--- src/rtl/cpu_exec_pkg.sv ---
package cpu_exec_pkg;

	// ----------------------------------------
	// widths
	// ----------------------------------------
	localparam int DATA_W = 8;
	localparam int ADDR_W = 16;
	localparam int RNUM_W = 5;
	localparam int NUM_REGS = 32;

	// ----------------------------------------
	// flag register bit positions
	// ----------------------------------------
	localparam logic [2:0] FLAG_C = 3'h0;
	localparam logic [2:0] FLAG_Z = 3'h1;
	localparam logic [2:0] FLAG_N = 3'h2;
	localparam logic [2:0] FLAG_V = 3'h3;
	localparam logic [2:0] FLAG_S = 3'h4;
	localparam logic [2:0] FLAG_H = 3'h5;
	localparam logic [2:0] FLAG_T = 3'h6;
	localparam logic [2:0] FLAG_I = 3'h7;

	// ----------------------------------------
	// reset values
	// ----------------------------------------
	localparam logic [7:0]  FLAGS_RST = 8'h00;
	localparam logic [7:0]  REG_RST   = 8'h00;
	localparam logic [15:0] STACK_TOP_DFLT = 16'h01FF;

	// ----------------------------------------
	// register numbers: R0, R1 and the low byte of each pointer pair
	// ----------------------------------------
	localparam logic [4:0] REG_R0   = 5'h00;
	localparam logic [4:0] REG_R1   = 5'h01;
	localparam logic [4:0] REG_X_LO = 5'h1A;
	localparam logic [4:0] REG_Y_LO = 5'h1C;
	localparam logic [4:0] REG_Z_LO = 5'h1E;

	localparam logic [1:0] PTR_X = 2'h0;
	localparam logic [1:0] PTR_Y = 2'h1;
	localparam logic [1:0] PTR_Z = 2'h2;

	localparam logic [1:0] PM_PLAIN = 2'h0;
	localparam logic [1:0] PM_INC   = 2'h1;
	localparam logic [1:0] PM_DEC   = 2'h2;

	// ----------------------------------------
	// decoded operations and sequencer states
	// ----------------------------------------
	typedef enum logic [4:0] {
		OP_NOP          = 5'h00,
		OP_FLAG_RAISE   = 5'h01,
		OP_FLAG_LOWER   = 5'h02,
		OP_T_CAPTURE    = 5'h03,
		OP_T_DEPOSIT    = 5'h04,
		OP_COPY_BYTE    = 5'h05,
		OP_COPY_PAIR    = 5'h06,
		OP_IMM_LOAD     = 5'h07,
		OP_IND_READ     = 5'h08,
		OP_DISP_READ    = 5'h09,
		OP_DIR_READ     = 5'h0A,
		OP_IND_WRITE    = 5'h0B,
		OP_DISP_WRITE   = 5'h0C,
		OP_DIR_WRITE    = 5'h0D,
		OP_CODE_READ    = 5'h0E,
		OP_CODE_READ_R0 = 5'h0F,
		OP_CODE_WRITE   = 5'h10,
		OP_PUSH         = 5'h11,
		OP_POP          = 5'h12,
		OP_SLEEP        = 5'h13,
		OP_WDOG         = 5'h14,
		OP_BREAK        = 5'h15
	} op_t;

	typedef enum logic [5:0] {
		ST_IDLE  = 6'h01,
		ST_MEM   = 6'h02,
		ST_CODE1 = 6'h04,
		ST_CODE2 = 6'h08,
		ST_CWAIT = 6'h10,
		ST_HALT  = 6'h20
	} state_t;

endpackage

--- src/rtl/flag_move_exec.sv ---
`timescale 1ns/10ps
module flag_move_exec #(
	parameter logic [15:0] STACK_TOP = cpu_exec_pkg::STACK_TOP_DFLT
) (
	// clock and reset
	input  wire logic        CLOCK,
	input  wire logic        NRST,
	// instruction issue
	input  wire logic        ISSUE,
	input  wire logic [4:0]  OPCODE,
	input  wire logic [4:0]  DST,
	input  wire logic [4:0]  SRC,
	input  wire logic [2:0]  BITSEL,
	input  wire logic [7:0]  IMM,
	input  wire logic [5:0]  DISP,
	input  wire logic [15:0] ADDR,
	input  wire logic [1:0]  PTR,
	input  wire logic [1:0]  PTRMODE,
	output logic             READY,
	// data memory
	output logic [15:0]      DMEM_ADDR,
	output logic [7:0]       DMEM_WDATA,
	output logic             DMEM_WE,
	output logic             DMEM_RE,
	input  wire logic [7:0]  DMEM_RDATA,
	// code memory
	output logic [15:0]      CMEM_ADDR,
	output logic [15:0]      CMEM_WDATA,
	output logic             CMEM_RE,
	output logic             CMEM_WE,
	input  wire logic [7:0]  CMEM_RDATA,
	input  wire logic        CMEM_DONE,
	// state and control events
	output logic [7:0]       FLAGS,
	output logic [15:0]      STACK_PTR,
	output logic             SLEEP_REQ,
	output logic             WDOG_RESTART,
	output logic             DEBUG_BREAK,
	input  wire logic        DEBUG_RESUME,
	// register file write trace
	output logic             REG_WE,
	output logic             REG_PAIR,
	output logic [4:0]       REG_NUM,
	output logic [15:0]      REG_DATA
);

	// ----------------------------------------
	// elaboration check
	// ----------------------------------------
	if (STACK_TOP == 16'h0000) begin : g_bad_stack
		$error("stack top must leave room for a push");
	end

	// ----------------------------------------
	// helpers
	// ----------------------------------------
	function automatic logic [4:0] ptr_base(input logic [1:0] sel);
		ptr_base = (sel == cpu_exec_pkg::PTR_X) ? cpu_exec_pkg::REG_X_LO :
			(sel == cpu_exec_pkg::PTR_Y) ? cpu_exec_pkg::REG_Y_LO :
			cpu_exec_pkg::REG_Z_LO;
	endfunction

	// address used by the access: pre-decrement moves first
	function automatic logic [15:0] eff_addr(input logic [15:0] p,
			input logic [1:0] mode);
		eff_addr = (mode == cpu_exec_pkg::PM_DEC) ? 16'(p - 16'h0001) : p;
	endfunction

	// pointer value left behind after the access
	function automatic logic [15:0] ptr_after(input logic [15:0] p,
			input logic [1:0] mode);
		ptr_after = (mode == cpu_exec_pkg::PM_INC) ? 16'(p + 16'h0001) :
			(mode == cpu_exec_pkg::PM_DEC) ? 16'(p - 16'h0001) : p;
	endfunction

	// ----------------------------------------
	// storage and decode signals
	// ----------------------------------------
	cpu_exec_pkg::op_t    op;
	cpu_exec_pkg::state_t state_q, state_d;
	logic [7:0]  rf_q [cpu_exec_pkg::NUM_REGS];
	logic [7:0]  flags_q, flags_d;
	logic [15:0] sp_q, sp_d;
	logic [4:0]  ld_dst_q, ld_dst_d;
	logic [4:0]  base;
	logic [4:0]  zbase;
	logic [15:0] ptr;
	logic [15:0] zptr;
	logic [15:0] dm_addr_d, cm_addr_d, cm_wdata_d;
	logic [7:0]  dm_wdata_d;
	logic        dm_re_d, dm_we_d, cm_re_d, cm_we_d;
	logic        sleep_d, wdog_d, brk_d;
	logic        rf_we, rf_pair;
	logic [4:0]  rf_waddr;
	logic [15:0] rf_wdata;
	logic [7:0]  src_byte, dst_byte;
	logic        iss;

	assign op       = cpu_exec_pkg::op_t'(OPCODE);
	assign iss      = ISSUE && READY;
	assign base     = ptr_base(PTR);
	assign zbase    = cpu_exec_pkg::REG_Z_LO;
	assign ptr      = {rf_q[5'(base + 5'h01)], rf_q[base]};
	assign zptr     = {rf_q[5'(zbase + 5'h01)], rf_q[zbase]};
	assign src_byte = rf_q[SRC];
	assign dst_byte = rf_q[DST];

	// ----------------------------------------
	// execution decode
	// ----------------------------------------
	always_comb begin
		state_d    = state_q;
		flags_d    = flags_q;
		sp_d       = sp_q;
		ld_dst_d   = ld_dst_q;
		dm_addr_d  = DMEM_ADDR;
		dm_wdata_d = DMEM_WDATA;
		cm_addr_d  = CMEM_ADDR;
		cm_wdata_d = CMEM_WDATA;
		dm_re_d    = 1'b0;
		dm_we_d    = 1'b0;
		cm_re_d    = 1'b0;
		cm_we_d    = 1'b0;
		sleep_d    = 1'b0;
		wdog_d     = 1'b0;
		brk_d      = 1'b0;
		rf_we      = 1'b0;
		rf_pair    = 1'b0;
		rf_waddr   = DST;
		rf_wdata   = 16'h0000;
		unique case (state_q)
			cpu_exec_pkg::ST_IDLE: if (ISSUE) begin
				case (op)
					cpu_exec_pkg::OP_FLAG_RAISE:
						flags_d[BITSEL] = 1'b1;
					cpu_exec_pkg::OP_FLAG_LOWER:
						flags_d[BITSEL] = 1'b0;
					cpu_exec_pkg::OP_T_CAPTURE:
						flags_d[cpu_exec_pkg::FLAG_T] = src_byte[BITSEL];
					cpu_exec_pkg::OP_T_DEPOSIT: begin
						rf_we    = 1'b1;
						rf_wdata = {8'h00, dst_byte};
						rf_wdata[BITSEL] = flags_q[cpu_exec_pkg::FLAG_T];
					end
					cpu_exec_pkg::OP_COPY_BYTE: begin
						rf_we    = 1'b1;
						rf_wdata = {8'h00, src_byte};
					end
					cpu_exec_pkg::OP_COPY_PAIR: begin
						rf_we    = 1'b1;
						rf_pair  = 1'b1;
						rf_wdata = {rf_q[5'(SRC + 5'h01)], src_byte};
					end
					cpu_exec_pkg::OP_IMM_LOAD: begin
						rf_we    = 1'b1;
						rf_wdata = {8'h00, IMM};
					end
					cpu_exec_pkg::OP_IND_READ,
					cpu_exec_pkg::OP_IND_WRITE: begin
						dm_addr_d = eff_addr(ptr, PTRMODE);
						dm_re_d   = (op == cpu_exec_pkg::OP_IND_READ);
						dm_we_d   = (op == cpu_exec_pkg::OP_IND_WRITE);
						dm_wdata_d = src_byte;
						ld_dst_d  = DST;
						rf_we     = (PTRMODE != cpu_exec_pkg::PM_PLAIN);
						rf_pair   = 1'b1;
						rf_waddr  = base;
						rf_wdata  = ptr_after(ptr, PTRMODE);
						state_d   = cpu_exec_pkg::ST_MEM;
					end
					cpu_exec_pkg::OP_DISP_READ,
					cpu_exec_pkg::OP_DISP_WRITE: begin
						dm_addr_d  = 16'(ptr + {10'h000, DISP});
						dm_re_d    = (op == cpu_exec_pkg::OP_DISP_READ);
						dm_we_d    = (op == cpu_exec_pkg::OP_DISP_WRITE);
						dm_wdata_d = src_byte;
						ld_dst_d   = DST;
						state_d    = cpu_exec_pkg::ST_MEM;
					end
					cpu_exec_pkg::OP_DIR_READ,
					cpu_exec_pkg::OP_DIR_WRITE: begin
						dm_addr_d  = ADDR;
						dm_re_d    = (op == cpu_exec_pkg::OP_DIR_READ);
						dm_we_d    = (op == cpu_exec_pkg::OP_DIR_WRITE);
						dm_wdata_d = src_byte;
						ld_dst_d   = DST;
						state_d    = cpu_exec_pkg::ST_MEM;
					end
					cpu_exec_pkg::OP_PUSH: begin
						dm_addr_d  = sp_q;
						dm_we_d    = 1'b1;
						dm_wdata_d = src_byte;
						sp_d       = 16'(sp_q - 16'h0001);
						state_d    = cpu_exec_pkg::ST_MEM;
					end
					cpu_exec_pkg::OP_POP: begin
						sp_d      = 16'(sp_q + 16'h0001);
						dm_addr_d = 16'(sp_q + 16'h0001);
						dm_re_d   = 1'b1;
						ld_dst_d  = DST;
						state_d   = cpu_exec_pkg::ST_MEM;
					end
					cpu_exec_pkg::OP_CODE_READ,
					cpu_exec_pkg::OP_CODE_READ_R0: begin
						cm_addr_d = zptr;
						cm_re_d   = 1'b1;
						ld_dst_d  = (op == cpu_exec_pkg::OP_CODE_READ_R0) ?
							cpu_exec_pkg::REG_R0 : DST;
						rf_we     = (op == cpu_exec_pkg::OP_CODE_READ) &&
							(PTRMODE == cpu_exec_pkg::PM_INC);
						rf_pair   = 1'b1;
						rf_waddr  = zbase;
						rf_wdata  = 16'(zptr + 16'h0001);
						state_d   = cpu_exec_pkg::ST_CODE1;
					end
					cpu_exec_pkg::OP_CODE_WRITE: begin
						cm_addr_d  = zptr;
						cm_wdata_d = {rf_q[cpu_exec_pkg::REG_R1],
							rf_q[cpu_exec_pkg::REG_R0]};
						cm_we_d    = 1'b1;
						state_d    = cpu_exec_pkg::ST_CWAIT;
					end
					cpu_exec_pkg::OP_SLEEP:
						sleep_d = 1'b1;
					cpu_exec_pkg::OP_WDOG:
						wdog_d = 1'b1;
					cpu_exec_pkg::OP_BREAK: begin
						brk_d   = 1'b1;
						state_d = cpu_exec_pkg::ST_HALT;
					end
					default: ;
				endcase
			end
			cpu_exec_pkg::ST_MEM: begin
				// load data lands one cycle after the address
				rf_we    = DMEM_RE;
				rf_waddr = ld_dst_q;
				rf_wdata = {8'h00, DMEM_RDATA};
				state_d  = cpu_exec_pkg::ST_IDLE;
			end
			cpu_exec_pkg::ST_CODE1:
				state_d = cpu_exec_pkg::ST_CODE2;
			cpu_exec_pkg::ST_CODE2: begin
				rf_we    = 1'b1;
				rf_waddr = ld_dst_q;
				rf_wdata = {8'h00, CMEM_RDATA};
				state_d  = cpu_exec_pkg::ST_IDLE;
			end
			cpu_exec_pkg::ST_CWAIT:
				// flash programming time is open-ended
				if (CMEM_DONE) state_d = cpu_exec_pkg::ST_IDLE;
			cpu_exec_pkg::ST_HALT:
				if (DEBUG_RESUME) state_d = cpu_exec_pkg::ST_IDLE;
		endcase
	end

	// ----------------------------------------
	// sequencing and flags
	// ----------------------------------------
	always_ff @(posedge CLOCK or negedge NRST) begin
		if (!NRST) begin
			state_q  <= cpu_exec_pkg::ST_IDLE;
			flags_q  <= cpu_exec_pkg::FLAGS_RST;
			sp_q     <= STACK_TOP;
			ld_dst_q <= cpu_exec_pkg::REG_R0;
		end else begin
			state_q  <= state_d;
			flags_q  <= flags_d;
			sp_q     <= sp_d;
			ld_dst_q <= ld_dst_d;
		end
	end

	// ----------------------------------------
	// register file, pairs written in one edge
	// ----------------------------------------
	always_ff @(posedge CLOCK or negedge NRST) begin
		if (!NRST) begin
			for (int i = 0; i < cpu_exec_pkg::NUM_REGS; i++) begin
				rf_q[i] <= cpu_exec_pkg::REG_RST;
			end
		end else if (rf_we) begin
			rf_q[rf_waddr] <= rf_wdata[7:0];
			if (rf_pair) rf_q[5'(rf_waddr + 5'h01)] <= rf_wdata[15:8];
		end
	end

	// ----------------------------------------
	// memory ports and event pulses
	// ----------------------------------------
	always_ff @(posedge CLOCK or negedge NRST) begin
		if (!NRST) begin
			DMEM_ADDR    <= 16'h0000;
			DMEM_WDATA   <= 8'h00;
			DMEM_WE      <= 1'b0;
			DMEM_RE      <= 1'b0;
			CMEM_ADDR    <= 16'h0000;
			CMEM_WDATA   <= 16'h0000;
			CMEM_RE      <= 1'b0;
			CMEM_WE      <= 1'b0;
			SLEEP_REQ    <= 1'b0;
			WDOG_RESTART <= 1'b0;
			DEBUG_BREAK  <= 1'b0;
		end else begin
			DMEM_ADDR    <= dm_addr_d;
			DMEM_WDATA   <= dm_wdata_d;
			DMEM_WE      <= dm_we_d;
			DMEM_RE      <= dm_re_d;
			CMEM_ADDR    <= cm_addr_d;
			CMEM_WDATA   <= cm_wdata_d;
			CMEM_RE      <= cm_re_d;
			CMEM_WE      <= cm_we_d;
			SLEEP_REQ    <= sleep_d;
			WDOG_RESTART <= wdog_d;
			DEBUG_BREAK  <= brk_d;
		end
	end

	// ----------------------------------------
	// register write trace
	// ----------------------------------------
	always_ff @(posedge CLOCK or negedge NRST) begin
		if (!NRST) begin
			REG_WE   <= 1'b0;
			REG_PAIR <= 1'b0;
			REG_NUM  <= 5'h00;
			REG_DATA <= 16'h0000;
		end else begin
			REG_WE   <= rf_we;
			REG_PAIR <= rf_pair && rf_we;
			REG_NUM  <= rf_waddr;
			REG_DATA <= rf_wdata;
		end
	end

	assign READY     = state_q[0];
	assign FLAGS     = flags_q;
	assign STACK_PTR = sp_q;
endmodule

--- config.mk ---
export PLATFORM = sky130hd
export DESIGN_NAME = flag_move_exec
export DESIGN_NICKNAME = d
export VERILOG_FILES = /design/src/rtl/cpu_exec_pkg.sv /design/src/rtl/flag_move_exec.sv
export SDC_FILE = /design/constraint.sdc
export NUM_CORES = 2
export LEC_CHECK = 0
export BUFFER_PORTS_ARGS = -buffer_cell sky130_fd_sc_hd__buf_2
export CAP_MARGIN = 5
export CELL_PAD_IN_SITES_DETAIL_PLACEMENT = 1
export CELL_PAD_IN_SITES_GLOBAL_PLACEMENT = 1
export CORE_ASPECT_RATIO = 0.7
export CORE_UTILIZATION = 50
export DETAILED_ROUTE_END_ITERATION = 10
export GPL_TIMING_DRIVEN = 1
export PLACE_DENSITY = 0.92
export SYNTH_ARGS = -nofsm -noshare
export SYNTH_HDL_FRONTEND = slang
export SYNTH_SLANG_ARGS = --single-unit
--- constraint.sdc ---
create_clock -name CLOCK -period 9.45 [get_ports CLOCK]
set_input_delay 0.4725 -clock CLOCK [delete_from_list [all_inputs] [get_ports CLOCK]]
set_output_delay 0.4725 -clock CLOCK [all_outputs]
set_load 0.01 [all_outputs]
==> reports/results.txt <==
status - finished with violations
failing checks - negative hold slack
Core Util, Final - 57.0%
largest net degree at the start of global routing - 140
Final Cell Area - 29200 µm²
WL/cell - 40.8 µm
Yosys cell types - 94
ys flop type - dfrtp_1
post-CTS setup buffer count - 0
DRC - 0
CP startpoint kind - primary input
Resized Gates After CTS - 0
clock skew - 0.0315 ns
fin. max-slew vios - 0
crit path DAT - 6.04 ns
Syn-to-layout area delta - 11.6%
worst endpoint required time - 9.85 ns
Tmin final - 5.65 ns
RSZ-0062 raised after global routing - no
initial core utilization - 51.0%
Top delay family on crit path - simple AND/OR/NAND/NOR gates
first-pass GRT wire length - 202000 µm
Core ar. - 51200 µm²
CP Class - primary input to register
mean area per synthesized cell - 9.68 µm²
P per Cell Area - 229 nW/µm²
num ports - 184
Synth area leader - dfrtp_1
Leakage - 0.0123 µW
Synth Cell Area - 26100 µm²
sequential area share after synthesis - 36.2%
Layout Cells excl Fill - 3496
Pre-antenna DRT Iters - 10
Die Width - 275 µm
Crit path top cell by count - mux4_2
number of synthesized flops with an enable pin - 0
vias in the first global route - 27528
reg2reg start - rf_q[41]
Gate Count Post-Synth - 2700
Longest Clk Path Bufs - 3
Max FO, Critical Path - 65
Tcrit/Tclk final - 59.8%
gr ovfl total - 0
row count - 69
cts hold-fix bufs - 0
top-area cell type share of the netlist area - 35.1%
Worst Hold Margin - -0.0508 ns
CP Capture Type - register
final setup TNS - 0 ns
slew margin rel. - 4.87%
HP Class - primary input to async pin
placement-stage cell area - 27700 µm²
DPL Wire Length - 102000 µm
Reg clk slew, reported paths - 0.07 ns
initial DRC count - 4819
CP Cell Sequence - buf_6, ha_4, mux4_2, mux4_2, or2_2, a32oi_1, nand3_2, nand2_1, inv_1, nor2b_1, a211oi_1
post-route antenna net violation count - 0
root buffer cell - clkbuf_16
CTS tree - done
Syn Nets - 2786
worst slew pin tran - 1.41 ns
final hold violations - 24
Via-to-Cell Ratio - 8.15
total number of vias - 28489
Total GRT Usage - 53.1%
PortBufs - 183
max cap viols - 0
Placed Cells - 3414
total length of routed wires - 143000 µm
fmax - 177 MHz
Die ar. - 53200 µm²
YS warnings - 0
Worst IR Drop VDD - 0.214 mV
Critical Path Slowest Stage Cell - nand2_1
reg2reg end - rf_q[12]
count of final setup violators - 0
layout net count - 2870
Seq cells post-synth - 377
Die Ht - 193 µm
R2R Setup Slk - 3.86 ns
critical path buffer and inverter count - 2
Synth async-reset ratio - 100%
CTS Buf Count - 41
GP Congestion - 1.09
Synth area leaders - dfrtp_1 35%, mux4_2 15%, a21oi_1 5.2%
max incr delay on CP - 0.77 ns
R2R depth - 13
share of layout cells above drive strength 1 - 22.0%
Worst-Skew Late Latency - 0.61 ns
number of antenna violations at the first check in global routing - 11
H-Tree Depth - 2
Sink Count - 377
==> worst reg2reg max path, cell delays in order, from the launching register on <==
cell	delay, ns
dfrtp_1	0.65
mux2_2	0.28
o21ai_1	0.17
inv_1	0.21
ha_1	0.21
o2111ai_1	0.25
nor4_1	0.51
nand3_1	0.31
nand4_1	0.31
nand3_2	0.33
nand2_1	0.78
inv_1	0.73
nor2b_1	0.55
a211oi_1	0.10
==> synth_stat cells (7+ instances only) <==
cell type    n
nor3b_1      7
a221oi_1    30
a22oi_1     28
dfrtp_1    367
o22ai_1    211
or3_1       22
o2111ai_1    7
xnor2_1     41
o21ai_0    117
o221ai_1    26
buf_2       63
o32ai_1     10
and2_1      10
nand4_1     27
or4_1       11
nor4_1      13
mux2i_1    104
a21oi_2      7
and3_1      28
a211oi_1    26
nand2b_1    16
mux4_2     169
a221o_1      9
ha_1        12
a31oi_1     23
nor2b_1     14
o21ai_1     18
nor2_1     193
clkbuf_1   120
o211ai_1    18
a21oi_1    271
o31ai_1     10
o21a_1      12
mux2_2      46
inv_1       48
dfstp_2     10
nand3_1     80
buf_1       20
a21o_1       9
nand2_1    234
xor2_1      23
nor3_1      68
==> cell usage in the layout (no fill, tap or decap), types with 65 or more instances in the layout <==
master,instances
nand2_1,233
dfrtp_1,367
buf_2,180
mux4_2,169
nand3_1,80
mux2i_1,104
nor3_1,65
o22ai_1,211
buf_4,68
nor2_1,191
o21ai_0,116
a21oi_1,268
==> stage by stage <==
| stage | power [µW] | setup slack, ns |
|---|---|---|
| 6_report | 6690 | 3.80 |
| 2_1_floorplan | 3490 | 5.86 |
| 3_5_place_dp | 4640 | 3.58 |
| 4_1_cts | 6460 | 4.17 |
| 3_3_place_gp | 4550 | 3.64 |
| 5_1_grt | 6760 | 3.80 |
==> layout make-up <==
class / count / area, µm²
multi-input cells: 2060 / 15700
clock inverters: 20 / 337
well taps: 674 / 843
inverters: 53 / 199
fillers: 5651 / 22000
flip-flops and latches: 377 / 9450
repair buffers: 251 / 1460
clock buffers: 54 / 1130
diodes: 7 / 17.5
==> per-layer routing <==
metal	share of wire (%)	GRT usage (%)	vias to the layer above
met5	0.12	1.54	-
met4	6.2	26.6	10
met3	19	29.9	674
met2	38	67.3	2864
met1	37	71.1	14268
li1	-	-	10673
==> how the worst max path moves through the flow <==
| stage | from | to | slack [ns] | cells after the start |
|---|---|---|---|---|
| final | SRC[0] | rf_q[12] | 3.80 | 11 |
| after global routing | SRC[0] | rf_q[105] | 3.80 | 10 |
| after CTS | SRC[0] | rf_q[12] | 4.17 | 11 |
| after detailed placement | SRC[0] | rf_q[153] | 3.58 | 10 |
| after global placement | SRC[0] | rf_q[153] | 3.64 | 10 |
| after floorplan | SRC[0] | rf_q[38] | 5.86 | 13 |
==> cells by family (layout without fill, tap and decap cells) <==
| logic type | after synthesis | count (layout) | synth area share [%] |
|---|---|---|---|
| other | 0 | 7 | 0 |
| adder cells (fa/ha/maj) | 13 | 13 | 0.651 |
| AND/OR/NAND/NOR | 763 | 763 | 14.2 |
| AO/OA/AOI/OAI | 900 | 900 | 22.1 |
| buffers and inverters | 263 | 378 | 4.19 |
| flip-flops | 377 | 377 | 36.2 |
| XOR/XNOR | 64 | 64 | 2.15 |
| multiplexers | 320 | 320 | 20.6 |
==> registers in the layout, summed over array words and instances, names as in the netlist, named ones only <==
name,flops
REG_PAIR,1
rf_q,256
CMEM_WDATA,16
REG_WE,1
SLEEP_REQ,1
FLAGS,1
CMEM_RE,1
CMEM_WE,1
DMEM_RE,1
DMEM_WE,1
REG_NUM,5
STACK_PTR,16
WDOG_RESTART,1
DMEM_ADDR,16
DMEM_WDATA,8
CMEM_ADDR,16
DEBUG_BREAK,1
state_q,6
REG_DATA,16
ld_dst_q,5
==> report_power, final <==
group / total [µW] / internal (µW) / switching, µW
clock: 1830 / 1070 / 760
sequential: 2380 / 1910 / 469
combinational: 2480 / 795 / 1690
No activity file was read; power rests on OpenSTA's default activity.
